===== src/core/aid_regs.svh =====
`ifndef AID_REGS_SVH
`define AID_REGS_SVH
// ----------------------------------------------------------------
// device register map (7-bit register address)
// ----------------------------------------------------------------
`define AID_A_PART_LO 7'h04
`define AID_A_PART_HI 7'h05
`define AID_A_HW_REV 7'h06
`define AID_A_TEST 7'h0A
`define AID_A_MAKER_LO 7'h0C
`define AID_A_MAKER_HI 7'h0D
`define AID_A_REPEAT 7'h0E
`define AID_A_XFER 7'h0F
`define AID_A_LINK_C 7'h10
`define AID_A_FLAGS 7'h11
// ----------------------------------------------------------------
// reset values and fields
// ----------------------------------------------------------------
`define AID_RST_TEST 8'h00
`define AID_RST_REPEAT 8'h00
`define AID_RST_XFER 8'h00
`define AID_RST_LINK_C 8'h13
`define AID_RST_FLAGS 8'h00
`define AID_XFER_HOLD_BIT 2
`define AID_LC_EN_HI 7
`define AID_LC_EN_LO 6
`define AID_LC_STRICT_BIT 5
`define AID_LC_STATUS_BIT 4
`define AID_LC_INV_HI 1
`define AID_LC_INV_LO 0
`define AID_LC_EN_ON 2'h1
`define AID_LC_INV_ON 2'h2
`define AID_LC_RW_MASK 8'hF3
`define AID_FL_ADDR_BIT 0
`define AID_FL_WRINV_BIT 2
`define AID_FL_CHK_BIT 3
`define AID_FL_MASK 8'h0D
`define AID_CHK_POLY 8'h07
// ----------------------------------------------------------------
// host controller software registers (8-bit port address)
// ----------------------------------------------------------------
`define AID_H_ADDR 8'h00
`define AID_H_WDATA 8'h01
`define AID_H_GO 8'h02
`define AID_H_STATUS 8'h03
`define AID_H_RDATA 8'h04
`define AID_H_IRQ_STAT 8'h05
`define AID_H_IRQ_MASK 8'h06
`define AID_H_IRQ_DONE_BIT 0
`define AID_H_IRQ_FIX_BIT 1
`define AID_H_GO_BAD_BIT 1
`endif


===== src/core/aid_pkg.sv =====
`default_nettype none
`include "aid_regs.svh"
package aid_pkg;
  typedef logic [6:0] aid_addr_t;
  typedef logic [7:0] aid_byte_t;
  // gray path idle -> send -> wait, both bits flip on wait -> idle
  typedef enum logic [1:0] {
    AID_IDLE = 2'b00,
    AID_SEND = 2'b01,
    AID_WAIT = 2'b11
  } aid_state_e;
  // crc-8 over write flag, address and data, msb first
  function automatic aid_byte_t aid_chk(input logic wr, input aid_addr_t addr, input aid_byte_t data);
    logic [15:0] msg;
    aid_byte_t c;
    msg = {wr, addr, data};
    c = 8'h00;
    for (int i = 15; i >= 0; i--) begin
      if (c[7] ^ msg[i]) begin
        c = {c[6:0], 1'b0} ^ `AID_CHK_POLY;
      end else begin
        c = {c[6:0], 1'b0};
      end
    end
    return c;
  endfunction
endpackage
`default_nettype wire


===== src/core/aid_if.sv =====
`timescale 1ns/10ps
`default_nettype none
interface aid_if;
  logic req;
  logic wr;
  aid_pkg::aid_addr_t addr;
  aid_pkg::aid_byte_t wdata;
  aid_pkg::aid_byte_t chk;
  logic ack;
  aid_pkg::aid_byte_t rdata;
  modport dev (input req, input wr, input addr, input wdata, input chk, output ack, output rdata);
  modport host (output req, output wr, output addr, output wdata, output chk, input ack, input rdata);
endinterface
`default_nettype wire


===== src/core/aid_dev.sv =====
// Decided for this implementation: the strobed register port.
`timescale 1ns/10ps
`default_nettype none
`include "aid_regs.svh"
// How it works
// RULE_01: part code low byte, read only
// RULE_02: part code high byte at next address
// RULE_03: revision in low nibble, upper nibble reserved
// RULE_04: test register returns last written value
// RULE_05: maker code bytes, read only, fixed
// RULE_06: host writes repeat count zero only
// RULE_07: host keeps transfer bit 2 zero
// RULE_08: checksum on only with enable 1, inverse 2
// RULE_09: enable resets 0, inverse resets 3
// RULE_10: host keeps bit4 one, bit5 zero
// RULE_11: status holds active-high transaction error flags
// RULE_12: flag clears only on written one
// RULE_13: bad checksum sets flag while enabled
// RULE_14: undefined address sets invalid-address flag
// RULE_15: reserved bits read fixed, ignore writes
module aid_dev #(
  parameter logic [15:0] PART_CODE = 16'h1A2B, // arbitrary value
  parameter logic [15:0] MAKER_CODE = 16'h3C4D, // arbitrary value
  parameter logic [3:0] HW_REV = 4'h1 // arbitrary value
) (
  // clock and reset
  input wire logic mclk_i,
  input wire logic rst_i,
  // link to host
  aid_if.dev link,
  // user side
  output logic chk_on_o,
  output logic [7:0] test_val_o,
  output logic [7:0] err_flags_o,
  output logic err_o
);
  import aid_pkg::*;

  // ----------------------------------------------------------------
  // registers
  // ----------------------------------------------------------------
  aid_byte_t test_q;
  aid_byte_t repeat_q;
  logic hold_length_bit_q;
  aid_byte_t link_c_q;
  aid_byte_t flags_q;
  aid_byte_t flags_d;
  aid_byte_t rdata_q;
  logic ack_q;
  logic chk_on_q;
  logic err_q;

  // ----------------------------------------------------------------
  // fixed identity bytes
  // ----------------------------------------------------------------
  wire aid_byte_t part_lo;
  wire aid_byte_t part_hi;
  wire aid_byte_t rev_byte;
  wire aid_byte_t maker_lo;
  wire aid_byte_t maker_hi;

  assign part_lo = PART_CODE[7:0]; // RULE_01
  assign part_hi = PART_CODE[15:8]; // RULE_02
  // upper nibble is reserved and reads as zero
  assign rev_byte = {4'h0, HW_REV}; // RULE_03
  assign maker_lo = MAKER_CODE[7:0]; // RULE_05
  assign maker_hi = MAKER_CODE[15:8]; // RULE_05

  // ----------------------------------------------------------------
  // decode
  // ----------------------------------------------------------------
  // a write to any of these raises the read-only flag and changes nothing
  function automatic logic is_ro(input aid_addr_t a);
    return (a == `AID_A_PART_LO) || (a == `AID_A_PART_HI) || (a == `AID_A_HW_REV) ||
           (a == `AID_A_MAKER_LO) || (a == `AID_A_MAKER_HI);
  endfunction

  function automatic logic is_rw(input aid_addr_t a);
    return (a == `AID_A_TEST) || (a == `AID_A_REPEAT) || (a == `AID_A_XFER) ||
           (a == `AID_A_LINK_C) || (a == `AID_A_FLAGS);
  endfunction

  wire logic chk_on;
  wire logic chk_bad;
  wire logic known;
  wire logic take;
  wire logic wr_ok;
  wire logic wr_ro;
  wire logic addr_err;
  aid_byte_t rd_mux;
  wire aid_byte_t flag_set;
  wire aid_byte_t flag_clr;
  wire logic rd_ok;
  wire logic wr_test;
  wire logic wr_repeat;
  wire logic wr_xfer;
  wire logic wr_link_c;
  wire logic wr_flags;

  assign chk_on = (link_c_q[`AID_LC_EN_HI:`AID_LC_EN_LO] == `AID_LC_EN_ON) &&
                  (link_c_q[`AID_LC_INV_HI:`AID_LC_INV_LO] == `AID_LC_INV_ON); // RULE_08
  // a transfer that fails its checksum is dropped whole, so a corrupt write never lands
  assign chk_bad = chk_on && link.req && (link.chk != aid_chk(link.wr, link.addr, link.wdata)); // RULE_13
  assign known = is_ro(link.addr) || is_rw(link.addr);
  assign take = link.req && !chk_bad;
  assign addr_err = take && !known; // RULE_14
  assign wr_ro = take && link.wr && is_ro(link.addr);
  assign wr_ok = take && link.wr && is_rw(link.addr);
  assign rd_ok = take && !link.wr;

  // one enable per writable register keeps the write process free of address compares
  assign wr_test = wr_ok && (link.addr == `AID_A_TEST); // RULE_04
  assign wr_repeat = wr_ok && (link.addr == `AID_A_REPEAT);
  assign wr_xfer = wr_ok && (link.addr == `AID_A_XFER);
  assign wr_link_c = wr_ok && (link.addr == `AID_A_LINK_C);
  assign wr_flags = wr_ok && (link.addr == `AID_A_FLAGS); // RULE_12

  // bits 1 and 4 to 7 have no cause in this block and stay zero
  assign flag_set = {4'h0, chk_bad, wr_ro, 1'b0, addr_err}; // RULE_11
  assign flag_clr = wr_flags ? (link.wdata & `AID_FL_MASK) : 8'h00; // RULE_12

  // a new error in the clearing cycle survives the clear
  always_comb begin
    flags_d = (flags_q & ~flag_clr) | flag_set; // RULE_12
  end

  // ----------------------------------------------------------------
  // read selection
  // ----------------------------------------------------------------
  always_comb begin
    if (link.addr == `AID_A_PART_LO) begin
      rd_mux = part_lo; // RULE_01
    end else if (link.addr == `AID_A_PART_HI) begin
      rd_mux = part_hi; // RULE_02
    end else if (link.addr == `AID_A_HW_REV) begin
      rd_mux = rev_byte; // RULE_03
    end else if (link.addr == `AID_A_TEST) begin
      rd_mux = test_q; // RULE_04
    end else if (link.addr == `AID_A_MAKER_LO) begin
      rd_mux = maker_lo; // RULE_05
    end else if (link.addr == `AID_A_MAKER_HI) begin
      rd_mux = maker_hi; // RULE_05
    end else if (link.addr == `AID_A_REPEAT) begin
      rd_mux = repeat_q;
    end else if (link.addr == `AID_A_XFER) begin
      rd_mux = {5'h00, hold_length_bit_q, 2'h0}; // RULE_15
    end else if (link.addr == `AID_A_LINK_C) begin
      rd_mux = link_c_q;
    end else if (link.addr == `AID_A_FLAGS) begin
      rd_mux = flags_q;
    end else begin
      rd_mux = 8'h00;
    end
  end

  // ----------------------------------------------------------------
  // register writes
  // ----------------------------------------------------------------
  always_ff @(posedge mclk_i) begin
    if (rst_i) begin
      test_q <= `AID_RST_TEST;
      repeat_q <= `AID_RST_REPEAT; // RULE_06
      hold_length_bit_q <= 1'b0;
      link_c_q <= `AID_RST_LINK_C; // RULE_09
    end else begin
      if (wr_test) begin
        test_q <= link.wdata; // RULE_04
      end
      if (wr_repeat) begin
        repeat_q <= link.wdata;
      end
      if (wr_xfer) begin
        hold_length_bit_q <= link.wdata[`AID_XFER_HOLD_BIT]; // RULE_15
      end
      if (wr_link_c) begin
        link_c_q <= link.wdata & `AID_LC_RW_MASK; // RULE_15
      end
    end
  end

  always_ff @(posedge mclk_i) begin
    if (rst_i) begin
      flags_q <= `AID_RST_FLAGS;
      rdata_q <= 8'h00;
      ack_q <= 1'b0;
    end else begin
      flags_q <= flags_d;
      // every request is answered, refused ones too, so the host never waits forever
      ack_q <= link.req;
      rdata_q <= rd_ok ? rd_mux : 8'h00;
    end
  end

  // ----------------------------------------------------------------
  // status outputs
  // ----------------------------------------------------------------
  // flopped so user logic never sees a decode glitch; chk_on_o lags the setup register by one cycle
  always_ff @(posedge mclk_i) begin
    if (rst_i) begin
      chk_on_q <= 1'b0;
      err_q <= 1'b0;
    end else begin
      chk_on_q <= chk_on; // RULE_08
      err_q <= |flags_d; // RULE_11
    end
  end

  // ----------------------------------------------------------------
  // outputs
  // ----------------------------------------------------------------
  assign link.ack = ack_q;
  assign link.rdata = rdata_q;
  assign chk_on_o = chk_on_q;
  assign test_val_o = test_q;
  assign err_flags_o = flags_q;
  assign err_o = err_q;
endmodule
`default_nettype wire


===== src/flat_wrapper.sv =====
// flat-port wrapper written by rule: the top's interface ports become plain ports
module aid_dev_flat import aid_pkg::*;
#(
  parameter logic [15:0] PART_CODE = 16'h1A2B,                   
  parameter logic [15:0] MAKER_CODE = 16'h3C4D,                   
  parameter logic [3:0] HW_REV = 4'h1                   
)
  (mclk_i, rst_i, chk_on_o, test_val_o, err_flags_o, err_o, link_req, link_wr, link_addr, link_wdata, link_chk, link_ack, link_rdata);
  aid_if link_i ();
  input wire logic mclk_i;
  input wire logic rst_i;
  output logic chk_on_o;
  output logic [7:0] test_val_o;
  output logic [7:0] err_flags_o;
  output logic err_o;
  input wire logic [$bits(link_i.req)-1:0] link_req;
  input wire logic [$bits(link_i.wr)-1:0] link_wr;
  input wire logic [$bits(link_i.addr)-1:0] link_addr;
  input wire logic [$bits(link_i.wdata)-1:0] link_wdata;
  input wire logic [$bits(link_i.chk)-1:0] link_chk;
  output wire logic [$bits(link_i.ack)-1:0] link_ack;
  output wire logic [$bits(link_i.rdata)-1:0] link_rdata;
  assign link_i.req = link_req;
  assign link_i.wr = link_wr;
  assign link_i.addr = link_addr;
  assign link_i.wdata = link_wdata;
  assign link_i.chk = link_chk;
  assign link_ack = link_i.ack;
  assign link_rdata = link_i.rdata;
  aid_dev #(.PART_CODE(PART_CODE), .MAKER_CODE(MAKER_CODE), .HW_REV(HW_REV)) u_core (.mclk_i(mclk_i), .rst_i(rst_i), .link(link_i), .chk_on_o(chk_on_o), .test_val_o(test_val_o), .err_flags_o(err_flags_o), .err_o(err_o));
endmodule

===== config.mk =====
export PLATFORM = sky130hd
export DESIGN_NAME = aid_dev_flat
export DESIGN_NICKNAME = d
export VERILOG_FILES = /design/src/core/aid_pkg.sv /design/src/core/aid_if.sv /design/src/core/aid_dev.sv /design/src/flat_wrapper.sv
export VERILOG_INCLUDE_DIRS = /design/src /design/src/core
export SDC_FILE = /design/constraint.sdc
export NUM_CORES = 1
export LEC_CHECK = 0
export ABC_AREA = 1
export BUFFER_PORTS_ARGS = -buffer_cell sky130_fd_sc_hd__buf_2
export CAP_MARGIN = 5
export CORE_UTILIZATION = 35
export DETAILED_ROUTE_END_ITERATION = 8
export GPL_TIMING_DRIVEN = 0
export PLACE_DENSITY = 0.62
export SLEW_MARGIN = 25
export SYNTH_ARGS = -nofsm -noshare
export SYNTH_HDL_FRONTEND = slang
export SYNTH_SLANG_ARGS = --single-unit

===== constraint.sdc =====
create_clock -name mclk_i -period 3.2 [get_ports mclk_i]
set_input_delay 0.96 -clock mclk_i [delete_from_list [all_inputs] [get_ports mclk_i]]
set_output_delay 0.96 -clock mclk_i [all_outputs]
set_load 0.05 [all_outputs]

==> results of run 1 <==
## stage by stage
step           hold WS (ns)  total power [W]
2_1_floorplan         0.429         0.000702
6_report              0.491          0.00111
3_5_place_dp          0.464         0.000774
3_3_place_gp          0.460         0.000770
5_1_grt               0.519          0.00118
4_1_cts               0.485          0.00109
## power by group
group / leakage, nW / total (W) / switching [W] / internal, W
combinational: 1.30 / 0.000318 / 0.000204 / 0.000115
sequential: 0.299 / 0.000465 / 0.00000154 / 0.000463
clock: 0.0439 / 0.000324 / 0.000173 / 0.000150
## cell families (layout without fill, tap and decap cells)
logic type / Yosys count / count (layout) / share of synthesized area, %
xor+xnor: 12 / 12 / 4.08
flops: 37 / 37 / 28.8
simple gates: 231 / 233 / 42.3
other cells: 1 / 5 / 0.146
compound gates: 50 / 50 / 10.9
buf+inv: 61 / 120 / 10.8
fa+ha+maj: 6 / 6 / 2.92
## layout by cell type (no fill, tap or decap), types with 2 or more instances in the layout
cell type and count:
nand4_1 4, nand3b_1 3, ha_4 2, nand2_8 2
o21ai_0 13, inv_2 10, buf_6 5, a221oi_1 4
clkbuf_8 5, o21ai_2 5, conb_1 5, nand3_1 19
inv_1 36, o21ai_1 14, xor2_1 5, nand2_1 93
nand2_4 6, clkbuf_1 2, buf_4 11, nand3_2 6
nor2_4 3, xnor2_1 7, clkinv_2 2, inv_8 2
dfxtp_1 37, nor2_2 4, ha_1 4, nor3_1 4
nand2_2 19, nor2_1 64, inv_4 2, a21oi_1 8
buf_2 42
## repair_timing
action,in CTS,in global routing
pin swaps,0,13
resized for setup,1,35
setup endpoints to repair,10,35
cloned,0,2
buffers inserted,0,5
## path summary, 6_finish.rpt
kind	end	cells after the start
min reg2reg	u_core.link_c_q[4]	2
max reg2reg	u_core.repeat_q[1]	12
min	u_core.link_c_q[4]	2
max	u_core.repeat_q[1]	22
## sequential cells by signal, indices dropped and copies added (netlist names)
register / count
u_core.test_val_o: 8
u_core.err_o: 1
u_core.link_c_q: 6
u_core.hold_length_bit_q: 1
u_core.link.rdata: 8
u_core.chk_on_o: 1
u_core.err_flags_o: 3
u_core.repeat_q: 8
u_core.link.ack: 1
## area by class of cell
class                      count  area, um2
buffer                         9       67.6
clock buffer                   5       68.8
clock inverter                 3       17.5
timing repair buffer          51        289
fill                         708       3730
tap                           96        120
sequential                    37        741
inverter                      52        228
multi-input combinational    306       1680
## worst max-delay path, cell delays in order
cell	delay, ns
buf_4	0.13
inv_4	0.07
ha_4	0.19
or2_4	0.23
nand2_1	0.06
nand2_1	0.07
nand2_2	0.13
nand2_2	0.06
nand4_1	0.08
nand2_1	0.05
nor2_1	0.10
nand2_1	0.08
nor2_2	0.11
nand2_2	0.08
nand2_4	0.07
nand2_2	0.07
nor2_4	0.14
nand2_4	0.12
clkinv_8	0.11
nand2_8	0.08
o21ai_2	0.15
nor2_1	0.05
## routing by layer
layer | vias to the layer above | GRT usage, % | routed length [um]
met3 | 6 | 4.24 | 419
met2 | 65 | 29.6 | 3100
met4 | 0 | 3.87 | 57
li1 | 1386 | - | -
met1 | 1149 | 24.3 | 3190
met5 | - | 0 | 0
## synth_stat cells, types with 3 or more instances
master    number  area share [%]
nand3_1       20             3.9
o21ai_0       13             2.5
nand2_4        5             2.2
nand4_1        4            0.97
xnor2_1        7             2.4
nor2_2         4            0.97
nand2_2       16             3.9
inv_1         39             5.7
xor2_1         5             1.7
nor2_4         3             1.3
nand2_1       97              14
o21ai_1       19             3.7
nor2_1        64             9.3
nand3b_1       3            0.87
ha_1           6             2.9
nor3_1         5            0.97
inv_2          8             1.2
a21oi_1        8             1.6
a221oi_1       4             1.4
dfxtp_1       37              29
buf_4          5             1.5
nand3_2        5             1.9
==> impl_summary.md, run 1 <==
Layout
Relative to the synthesized area, the layout overhead comes to 24.8%. The cell area after layout is 3210 um2. The net total in the final layout is 495. Of the cells placed in the final design, the portion with a size suffix greater than 1 is 28.5%.

The utilization after layout is 46.3%. The repair_antennas step left the layout with diodes totalling 0. Leaving out filler cells and counting taps, the final layout contains 559.

Placed design
The placed wire-length estimate is between 5000 and 6000 um. During placement, the flow inserted port buffers numbering 46. At the placement stage, the worst setup path has a slack of -0.327 ns.

In this run the cell area measured after placement is 2940 um2. The congestion estimate from routability-driven global placement came to 0.847. The number of placed cells counting well taps is 544.

Timing
At the pin with the least slew margin, the transition time is 0.605 ns. Summed over all failing endpoints, the final setup total negative slack is 0 ns. Setup violations remaining at the end of the flow were counted as 0. The clock tree skew after final layout is 0.00684 ns. The relative slew slack is between 50 and 60%. The least setup slack across all paths after layout is 0.169 ns. Dividing the final minimum period by the clock period gives 94.7%.

Static timing analysis puts the maximum clock frequency at 330 MHz. For the finished layout, the period the worst path requires is 3.03 ns. The total count of hold-check failures in the final report is 0. The count of pins over their slew limit was 0.

Detailed routing
The routed design has 6760 um of wire. The number of DRC markers in iteration 0 is approximately 110. Detailed routing inserted a total of 2606 vias. The via density per instance is around 4.7. The count of nets left with antenna violations once routing finished came out at 0. The length of the first detailed-routing pass in iterations is 4. For this run, design rule violations remaining after detail routing come to 0. Dividing the detail-routed wire length by the instance count gives 12.1 um.

Pwr
The leakage dissipation is 1.65 nW. The power per unit of standard cell area is roughly 340 nW/um2. The worst supply voltage drop on vdd is 0.188 mV.

Critical path
The worst setup path is of the in -> reg kind. The startpoint type of the worst setup path is an input pin. STA puts the critical path data required time at 3.39 ns.

Data on the critical path arrives at its endpoint at about 3.2 ns. The worst reg-to-reg setup slack is 1.51 ns. In this run the worst setup path begins at link_addr[5].

The startpoint of the most critical register-to-register path is u_core.link_c_q[7]. The worst setup path is captured at a flip-flop. The worst-path maximum fanout is 5.

Die
The die footprint is slightly below 8000 um2. For this configuration, the core starts out at a cell density of between 30 and 40%. The die is 87.8 um tall. From left edge to right edge, the die measures slightly below 90 um. The core region is 6940 um2. The initialized floorplan defines 30 standard-cell rows. The count of boundary I/O pins is 54.

Clock network
The maximum clock path buffer count is 2. The clock net in this run drives a total of 37 sinks. The root buffer cell is clkbuf_8. The maximum level of the CTS H-tree is 2.

The clock insertion delay at the later pin of the skew report is 0.29 ns. The clock tree from TritonCTS is yes. The clock buffer count from CTS is 5.

Clock-pin slew was measured on the worst setup and hold paths at 0.08 ns. The number of hold-repair buffers added at the cts stage is 0.

Synthesis
In this run, synthesis produced a sequential element count of 37. The main flop type after synthesis is dfxtp_1. Synthesis produced 398 cells. The number of flops mapped to enable cells by yosys is 0. Dividing the synthesized area by the synthesized cell count gives 6.47 um2. The share of the yosys chip area belonging to registers is 28.8%. For this run, asynchronously set or reset flops after synthesis account for 0%. The number of distinct standard cells referenced by the synthesized netlist is 38. During synthesis, Yosys emitted a total of 0 warnings.

The summed instance area of the synthesized netlist is 2570 um2.

Worst hold path
The kind of path behind the tightest hold check is reg -> reg. The origin of the worst min-delay path is u_core.link_c_q[4].

Flow run
Max-cap violations in this run came to 0.

GRT
The initial antenna violation count is 0. The global-route congestion overflow total is 0. The largest net degree at the start of global routing is 13. The global-route usage over all layers is 18.1%.

The number of global-route vias before repair is 2342. The first global-routing pass estimated about 11000 um of wire.

Run status
The flow ran to the end, and the final reports show no timing, DRC or antenna violations.
(Power assumes the default switching activity.)
==> run 2, diff against run 1 <==
ABC_AREA = not set   (was 1)
PLACE_DENSITY = 0.63   (was 0.62)
clock period = 3 ns   (was 3.2 ns; I/O delays follow)
==> run 2 against run 1 <==
  * The flow now finishes with violations (design-rule violations)
  * Via count decreased by 25%
  * Sequential power increased by 6.9%
  * Die area decreased by 8.6%
  * Core utilization increased by 1.5 points
  * Cell area decreased by 4.6%
  * Combinational power increased by 16%
  * Synthesized area decreased by 8.8%
  * Global-route usage decreased by 0.50 points
  * Setup slack got worse by 0.072 ns
  * Register-to-register slack got worse by 0.34 ns
  * Final cell count decreased by 30%
==> impl_summary.md, run 2 <==
Critical path
The most critical setup path has its startpoint at link_addr[0]. The data required time of the worst path is 3.23 ns (-0.16 ns). In this run the critical register-to-register path is launched from u_core.link_c_q[1]. The endpoint identified for the worst register-to-register timing path is u_core.err_o. The worst setup path is captured at a flip-flop. The worst path arrival time is 3.14 ns (-0.08 ns). The worst setup path is of the in -> reg kind. The startpoint type of the worst setup path is an input pin. The worst-path maximum fanout is 6 (+1). The worst reg-to-reg setup slack came to 1.17 ns (-0.34 ns). The count of cells along the worst register-to-register path is 4 (-8).

Placed design
The placer congestion estimate is 0.878 (+3.6%). The number of placed cells counting well taps was 377 (-31%). The area after detailed placement is 2770 um2 (-5.8%). The worst setup slack before clock tree synthesis was -0.618 ns (-0.291 ns). The placed wire-length estimate is 4590 um (-14%). The count of buffers inserted at the top-level ports is 46 (unchanged).

Synthesis
By count the netlist is led by 37 x dfxtp_1, 30 x nor2_1, 26 x mux2i_1, 26 x nand2_1, 13 x xnor2_1. The number of flops mapped to enable cells by yosys came to 0 (unchanged). The area fraction of the dominant cell type after synthesis is 31.6% (+2.8 points). The share of synthesized registers carrying an async set or reset is 0% (unchanged). The summed instance area of the synthesized netlist came to 2350 um2 (-8.8%). For this run, the leading register cell type out of synthesis is dfxtp_1.

By area the synthesized netlist is led by dfxtp_1 32%, mux2i_1 11%, xnor3_1 7.7%. The post-synthesis sequential element count is 37 (unchanged). The synthesized area per cell came to 9.38 um2 (+45%). The largest area contributor in the synthesized netlist is dfxtp_1.

The share of the yosys chip area belonging to registers is 31.6% (+2.8 points). The number of distinct standard cells referenced by the synthesized netlist is 52 (+37%). The count of mapped cells out of synthesis was 250 (-37%). The cell with the most instances after synthesis is dfxtp_1. The Yosys warning count is 0 (unchanged).

Clock network
The maximum level of the CTS H-tree came to 2 (unchanged). The clock buffer count from CTS is 5 (unchanged). The count of clock tree sinks is 37 (unchanged). The clock transition at the register clock pins on the worst setup and hold paths after CTS is 0.08 ns (about the same). The clock tree from TritonCTS is yes.

The maximum clock path buffer count came to 2 (unchanged). The tree is rooted in a clkbuf_8. The clock insertion delay at the later pin of the skew report is 0.30 ns (about the same).

The number of hold-repair buffers added at the cts stage was 0 (unchanged).

Detailed routing
The aggregate routed wire length came to 5960 um (-12%). The average routed wire per standard cell is 15.2 um (+26%). The residual DRC count is 11 (+11).

The via density per instance came to 5.02 (+7.7%). The number of DRC markers in iteration 0 is 120 (+6.2%). The routed via count is 1964 (-25%).

The post-route antenna net violation count is 0 (unchanged). The length of the first detailed-routing pass in iterations was 6 (+2).

Pwr
The leakage dissipation is 1.37 nW (-16%). The combinational group share of total power is 28.0% (-0.8 points). The switching portion of total power came to 27.7% (-6.5 points). The cell internal power dissipation is 0.000950 W (+31%). The sequential power share is 37.8% (-4.2 points). The worst supply voltage drop on vdd was 0.187 mV (-0.16%).

The power per unit of standard cell area is 429 nW/um2 (+25%). The switching power summed over all nets is 0.000365 W (-3.6%). The portion of total power attributed to the clock network is 34.3% (+5.1 points).

GRT
The global-route usage over all layers was 17.6% (-0.50 points). The global-route congestion overflow total came to 0 (unchanged). The global-route wire length before repair is 9640 um (-11%).

The largest net degree at the start of global routing is 13 (unchanged). The initial antenna violation count is 0 (unchanged). The number of global-route vias before repair is 1875 (-20%).

Layout
The area growth from synthesis to layout is 30.7%. The count of fill cells added during filler insertion is 605 (-15%). The final cell count without fillers came to 391 (-30%). The net total in the final layout was 346 (-30%). The utilization after layout came to 47.7% (+1.5 points). Leaving out fill and tap cells, the most frequent cells in the layout are 41 x buf_2, 37 x dfxtp_1, 30 x nor2_1. The diode insertion count for antenna repair is 0 (unchanged).

The fraction of final layout cells with drive strength greater than 1 is 30.3% (+1.7 points). The cell area after layout came to 3070 um2 (-4.6%). The leading cell type in the layout, fill and taps excluded is buf_2.

Die
The die footprint is 7030 um2 (-8.6%). The number of standard-cell rows in the floorplan is 29 (-3.3%). The horizontal extent of the die came to 83.9 um (-4.4%). The die height is 83.9 um (-4.4%).

The placeable core region is 6420 um2 (-7.5%). The starting density of the core is 36.5% (-0.53 points). The count of boundary I/O pins was 54 (unchanged).

Timing
Timing would allow up to 344 MHz. The least setup slack across all paths after layout is 0.0970 ns (-0.0723 ns). The post-route clock period utilization is 96.8%.

The clock tree skew after final layout is 0.0165 ns (+0.00967 ns). The setup violation total in the final timing report was 0 (unchanged). The total count of hold-check failures in the final report is 0 (unchanged). The count of pins over their slew limit is 0 (unchanged). The final hold slack came to 0.465 ns (-0.0259 ns). Subtracting the final worst setup slack from the clock period gives just under 3 ns. The relative slew slack is 52.7% (-6.9 points).

The measured slew at the worst slew-check pin was 0.700 ns (+0.0951 ns).

Flow run
The number of max-cap violations came to 0 (unchanged).

Worst hold path
The worst hold path begins at u_core.hold_length_bit_q. For hold timing, the worst endpoint is u_core.hold_length_bit_q. The number of cells traversed by the worst hold path came to 2 (unchanged).

The kind of path behind the tightest hold check is reg -> reg.

Run status
The checks that failed: design-rule violations. The run finished, with violations left.
-- run 2: cell count changes after synthesis, sizes merged, moves of 7 or more --
cell,before,now
nand3,26,1
clkbuf,2,11
nand2,118,26
xnor2,7,14
nor2,71,31
xnor3,0,9
o21ai,32,5
inv,49,11
mux2i,0,27
-- run 2: stage by stage --
step / power [W] / TNS, ns
floorplan: 0.000755 / -0.232
global placement: 0.000823 / -12.17
detailed placement: 0.000829 / -14.65
CTS: 0.00128 / 0
global route: 0.00137 / -0.0116
finish: 0.00132 / 0
-- run 2: what timing repair did --
action / CTS / global route
gates resized for setup: 4 / 27
cloned: 0 / 0
pin swaps: 6 / 5
buffers inserted: 3 / 3
setup endpoints to repair: 25 / 25
-- run 2: layer usage --
metal / GRT usage, % / wire length [um]
met5: 0 / 0
met4: 7.84 / 84
met3: 3.07 / 250
met2: 28.6 / 2780
met1: 22.9 / 2840
-- run 2: kinds of logic after synthesis --
group                      Yosys count  synth area share [%]
DFF                                 37                  31.6
buffers and inverters               28                  5.33
xor gates and xnor gates            28                  17.4
muxes                               27                  11.7
and+or+nand+nor                     86                  19.0
AOI/OAI and AO/OA                   37                  11.7
adders and majority gates            6                  3.20
other                                1                 0.160
-- run 2: how the worst max path moves through the flow --
stage	to	slack, ns	depth (start not counted)
4_1_cts	u_core.link_c_q[6]	0.0009	12
5_1_grt	u_core.link_c_q[4]	-0.009	10
6_report	u_core.link_c_q[6]	0.1	10
3_3_place_gp	u_core.test_val_o[5]	-0.58	11
2_1_floorplan	u_core.link_c_q[0]	-0.04	10
3_5_place_dp	u_core.test_val_o[3]	-0.62	11
-- run 2: cell type report --
class                   count  area [um2]  area share [%]
repair buffers             52         329            10.7
clock inverters             2        37.5            1.22
well taps                  77        96.3            3.14
clock buffers               6        82.6            2.69
flip-flops and latches     37         741            24.2
plain buffers              17        86.3            2.82
multi-input cells         189        1640            53.3
inverters                  11        58.8            1.92
-- run 2: power groups by stage --
stage / clock (W) / sequential (W) / combinational, W
4_1_cts: 0.000456 / 0.000497 / 0.000330
6_report: 0.000451 / 0.000497 / 0.000368
3_3_place_gp: 0 / 0.000508 / 0.000315
2_1_floorplan: 0 / 0.000520 / 0.000235
3_5_place_dp: 0 / 0.000508 / 0.000321
5_1_grt: 0.000479 / 0.000497 / 0.000398
-- run 2: worst max-delay path: stages --
cell,delay (ns)
buf_2,0.15
xnor2_2,0.17
xnor3_2,0.49
xor2_2,0.18
mux2i_2,0.27
and4_4,0.31
nor2_4,0.07
nor4b_4,0.23
buf_6,0.17
mux2i_1,0.19
==> run 3, diff against run 2 <==
ABC_AREA = 1   (was not set)
PLACE_DENSITY = 0.62   (was 0.63)
==> run 3 against run 2 <==
  * The flow now finishes without violations
  * Flip-flop and latch count unchanged
  * Non-clock buffer count decreased by 3
  * Maximum frequency decreased by 0.40%
  * Global-route usage increased by 0.75 points
  * Routed wire length increased by 15%
  * Via count increased by 34%
  * Die area increased by 9.5%
  * Register-to-register slack improved by 0.19 ns
  * Largest power group unchanged
  * Highest routed layer unchanged
==> impl_summary.md, run 3 (synthesis gave the netlist of run 1 again) <==
Run status
The run finished with clean final reports.

Critical path
The most numerous cell type found on the critical path is nand2_2. The buffering stage count on the worst path with inverters included is 3 (+1). The worst setup path category is in -> reg. The cell with the largest stage delay on the worst path is or2_4. The worst-path maximum fanout is 5 (-1).

The worst setup path is captured at a flip-flop. The startpoint type of the worst setup path is an input pin. The worst path arrival time is 3.10 ns (-0.04 ns). The maximum cell stage delay along the critical path is 0.26 ns (-0.23 ns). Traced cell by cell, the critical path runs through buf_12 > inv_6 > ha_4 > or2_4 > nand2_2 > nand2_2 > nand2_4 > nand2_2 > nand4_1 > nand2_1 > nor2_2 > nand2_2 > nor2_2 > nand2_2 > nand2_4 > nand2_4 > nor2_4 > nand2_4 > clkinv_8 > nand2_8 > o21ai_4 > nor2_1. The cell type group with the largest total delay on the critical path is simple AND/OR/NAND/NOR gates. The data required time of the worst path is 3.19 ns (-0.04 ns).

Clock network
The clock buffer count from CTS is 5 (unchanged). The count of clock tree sinks was 37 (unchanged). The maximum level of the CTS H-tree was 2 (unchanged). The number of hold-repair buffers added at the cts stage is 0 (unchanged). Clock tree synthesis selected as its root buffer the cell clkbuf_8. The clock transition at the register clock pins on the worst setup and hold paths after CTS is 0.07 ns (about the same). The maximum clock path buffer count was 2 (unchanged). The clock insertion delay at the later pin of the skew report is 0.29 ns (about the same). TritonCTS built the clock tree.

Timing
The least setup slack across all paths after layout is 0.0853 ns (-0.0117 ns). The peak clock frequency supported by timing is 343 MHz (-0.40%). The total negative setup slack is 0 ns (unchanged). The relative slew slack came to 57.7% (+5.0 points). The clock tree skew after final layout is 0.00665 ns (-0.00987 ns). The final hold slack came to 0.482 ns (+0.0171 ns).

The minimum period implied by the final worst setup slack was 2.91 ns (+0.0117 ns). The setup violation total in the final timing report was 0 (unchanged). The total count of hold-check failures in the final report is 0 (unchanged). The measured slew at the worst slew-check pin was 0.634 ns (-0.0656 ns). Setup repair after global routing could not meet its margin everywhere.

The count of pins over their slew limit is 0 (unchanged). The post-route clock period utilization is 97.2% (+0.39 points).

Layout
The fraction of final layout cells with drive strength greater than 1 is 32.4% (+2.2 points). The leading cell type in the layout, fill and taps excluded is nand2_1. The diode insertion count for antenna repair is 0 (unchanged). The area growth from synthesis to layout is 31.0%. The area occupied by multi-input gates was 1750 um2 (+6.8%). The count of fill cells added during filler insertion came to 692 (+14%). The final cell count without fillers is 565 (+45%).

The net total in the final layout came to 501 (+45%). In the layout the commonest cells are 87 x nand2_1, 62 x nor2_1, 42 x buf_2. The sequential standard cell area came to 741 um2 (unchanged).

GRT
The global-route usage over all layers is 18.4% (+0.75 points). The largest net degree at the start of global routing came to 13 (unchanged). The initial antenna violation count was 0 (unchanged). The global-route wire length before repair is 11000 um (+14%). The number of global-route vias before repair came to 2362 (+26%). The global-route congestion overflow total is 0 (unchanged).

Pwr
The worst supply voltage drop on vdd is 0.200 mV (+6.6%). The sequential power share came to 40.9% (+3.1 points). The leakage dissipation is 1.69 nW (+23%). The cell internal power dissipation is 0.000794 W (-16%).

The portion of total power attributed to the clock network is 28.5% (-5.8 points). The switching portion of total power is 34.5% (+6.8 points). The combinational group share of total power is 30.6% (+2.6 points).

The power per unit of standard cell area came to 360 nW/um2 (-16%). The switching power summed over all nets is 0.000419 W (+15%).

Detailed routing
The via density per instance is 4.67 (-6.9%). The average routed wire per standard cell is 12.2 um (-20%). The length of the first detailed-routing pass in iterations came to 4 (-2).

The routed via count is 2641 (+34%). The post-route antenna net violation count is 0 (unchanged). The aggregate routed wire length came to 6870 um (+15%). The number of DRC markers in iteration 0 is 124 (+3.3%). The residual DRC count is 0 (-11).

Placed design
The placed wire-length estimate is 5360 um (+17%). The placer congestion estimate is 0.847 (-3.5%). The number of placed cells counting well taps was 544 (+44%).

The count of buffers inserted at the top-level ports was 46 (unchanged). The worst setup slack before clock tree synthesis is -0.467 ns (+0.151 ns).

Die
The count of boundary I/O pins came to 54 (unchanged). The number of standard-cell rows in the floorplan was 30 (+3.4%). The placeable core region is 6940 um2 (+8.1%). The horizontal extent of the die was 87.8 um (+4.6%). The starting density of the core is 37.1% (+0.53 points). The die height came to 87.8 um (+4.6%). The die footprint was 7700 um2 (+9.5%).

Flow run
The number of max-cap violations is 0 (unchanged).

Worst hold path
In this run the worst hold path is classified as reg -> reg.
[run 3: changes by cell type in the layout (fill, tap and decap cells not counted), moves of 8 or more]
cell,previous run,this run
nand2_2,0,24
nor2_1,30,62
inv_1,7,36
nand3_1,1,17
o21ai_1,0,11
o21ai_2,0,8
nand2_1,26,87
mux2i_1,24,0
[run 3: layer usage]
layer / vias up / share of wire, % / track usage (%)
li1: 1389 / - / -
met1: 1180 / 47 / 24.9
met2: 63 / 46 / 29.7
met3: 9 / 5.5 / 4.24
met4: 0 / 1.1 / 3.87
met5: - / 0 / 0
[run 3: worst paths after layout]
check / start / end / slack, ns / cells past startpoint
hold reg to reg: u_core.repeat_q[1] / u_core.repeat_q[1] / 0.48 / 2
setup reg to reg: u_core.link_c_q[7] / u_core.test_val_o[7] / 1.36 / 12
setup / recovery: link_addr[4] / u_core.repeat_q[1] / 0.09 / 22
hold / removal: u_core.repeat_q[1] / u_core.repeat_q[1] / 0.48 / 2
[run 3: power by group through the flow]
stage                     clock (W)  combinational [W]  sequential [W]
after floorplan                   0           0.000230        0.000519
after global placement            0           0.000314        0.000507
after detailed placement          0           0.000318        0.000507
after CTS                  0.000348           0.000331        0.000496
after global routing       0.000374           0.000415        0.000496
final                      0.000346           0.000371        0.000496
[run 3: layout make-up]
type	count	area share, %
clock inverter	3	0.519
clock buffer	5	2.04
timing repair buffer	57	10.9
sequential	37	22.0
multi-input combinational	306	51.8
buffer	9	2.00
tap	96	3.56
inverter	52	7.20
[run 3: worst min-delay path: cells and delay by family, from the launching register on]
kind             cells  cell delay (ns)
DFF                  1             0.33
and+or+nand+nor      2             0.12
[run 3: stage by stage]
| step | power, W | instance area [um2] | util (%) |
|---|---|---|---|
| floorplan | 0.000749 | 2590 | - |
| global placement | 0.000821 | 2940 | 42.3 |
| detailed placement | 0.000825 | 2940 | 42.3 |
| CTS | 0.00117 | 3120 | 45.0 |
| global route | 0.00128 | 3370 | 48.6 |
| finish | 0.00121 | 3370 | 48.6 |
[run 3: timing repair]
action / 4_1_cts / 5_1_grt
gates resized for setup: 18 / 47
buffers inserted: 2 / 9
pin swaps: 7 / 24
hold endpoints to repair: 0 / 0
endpoints found under the setup margin: 32 / 34
gates cloned: 0 / 2
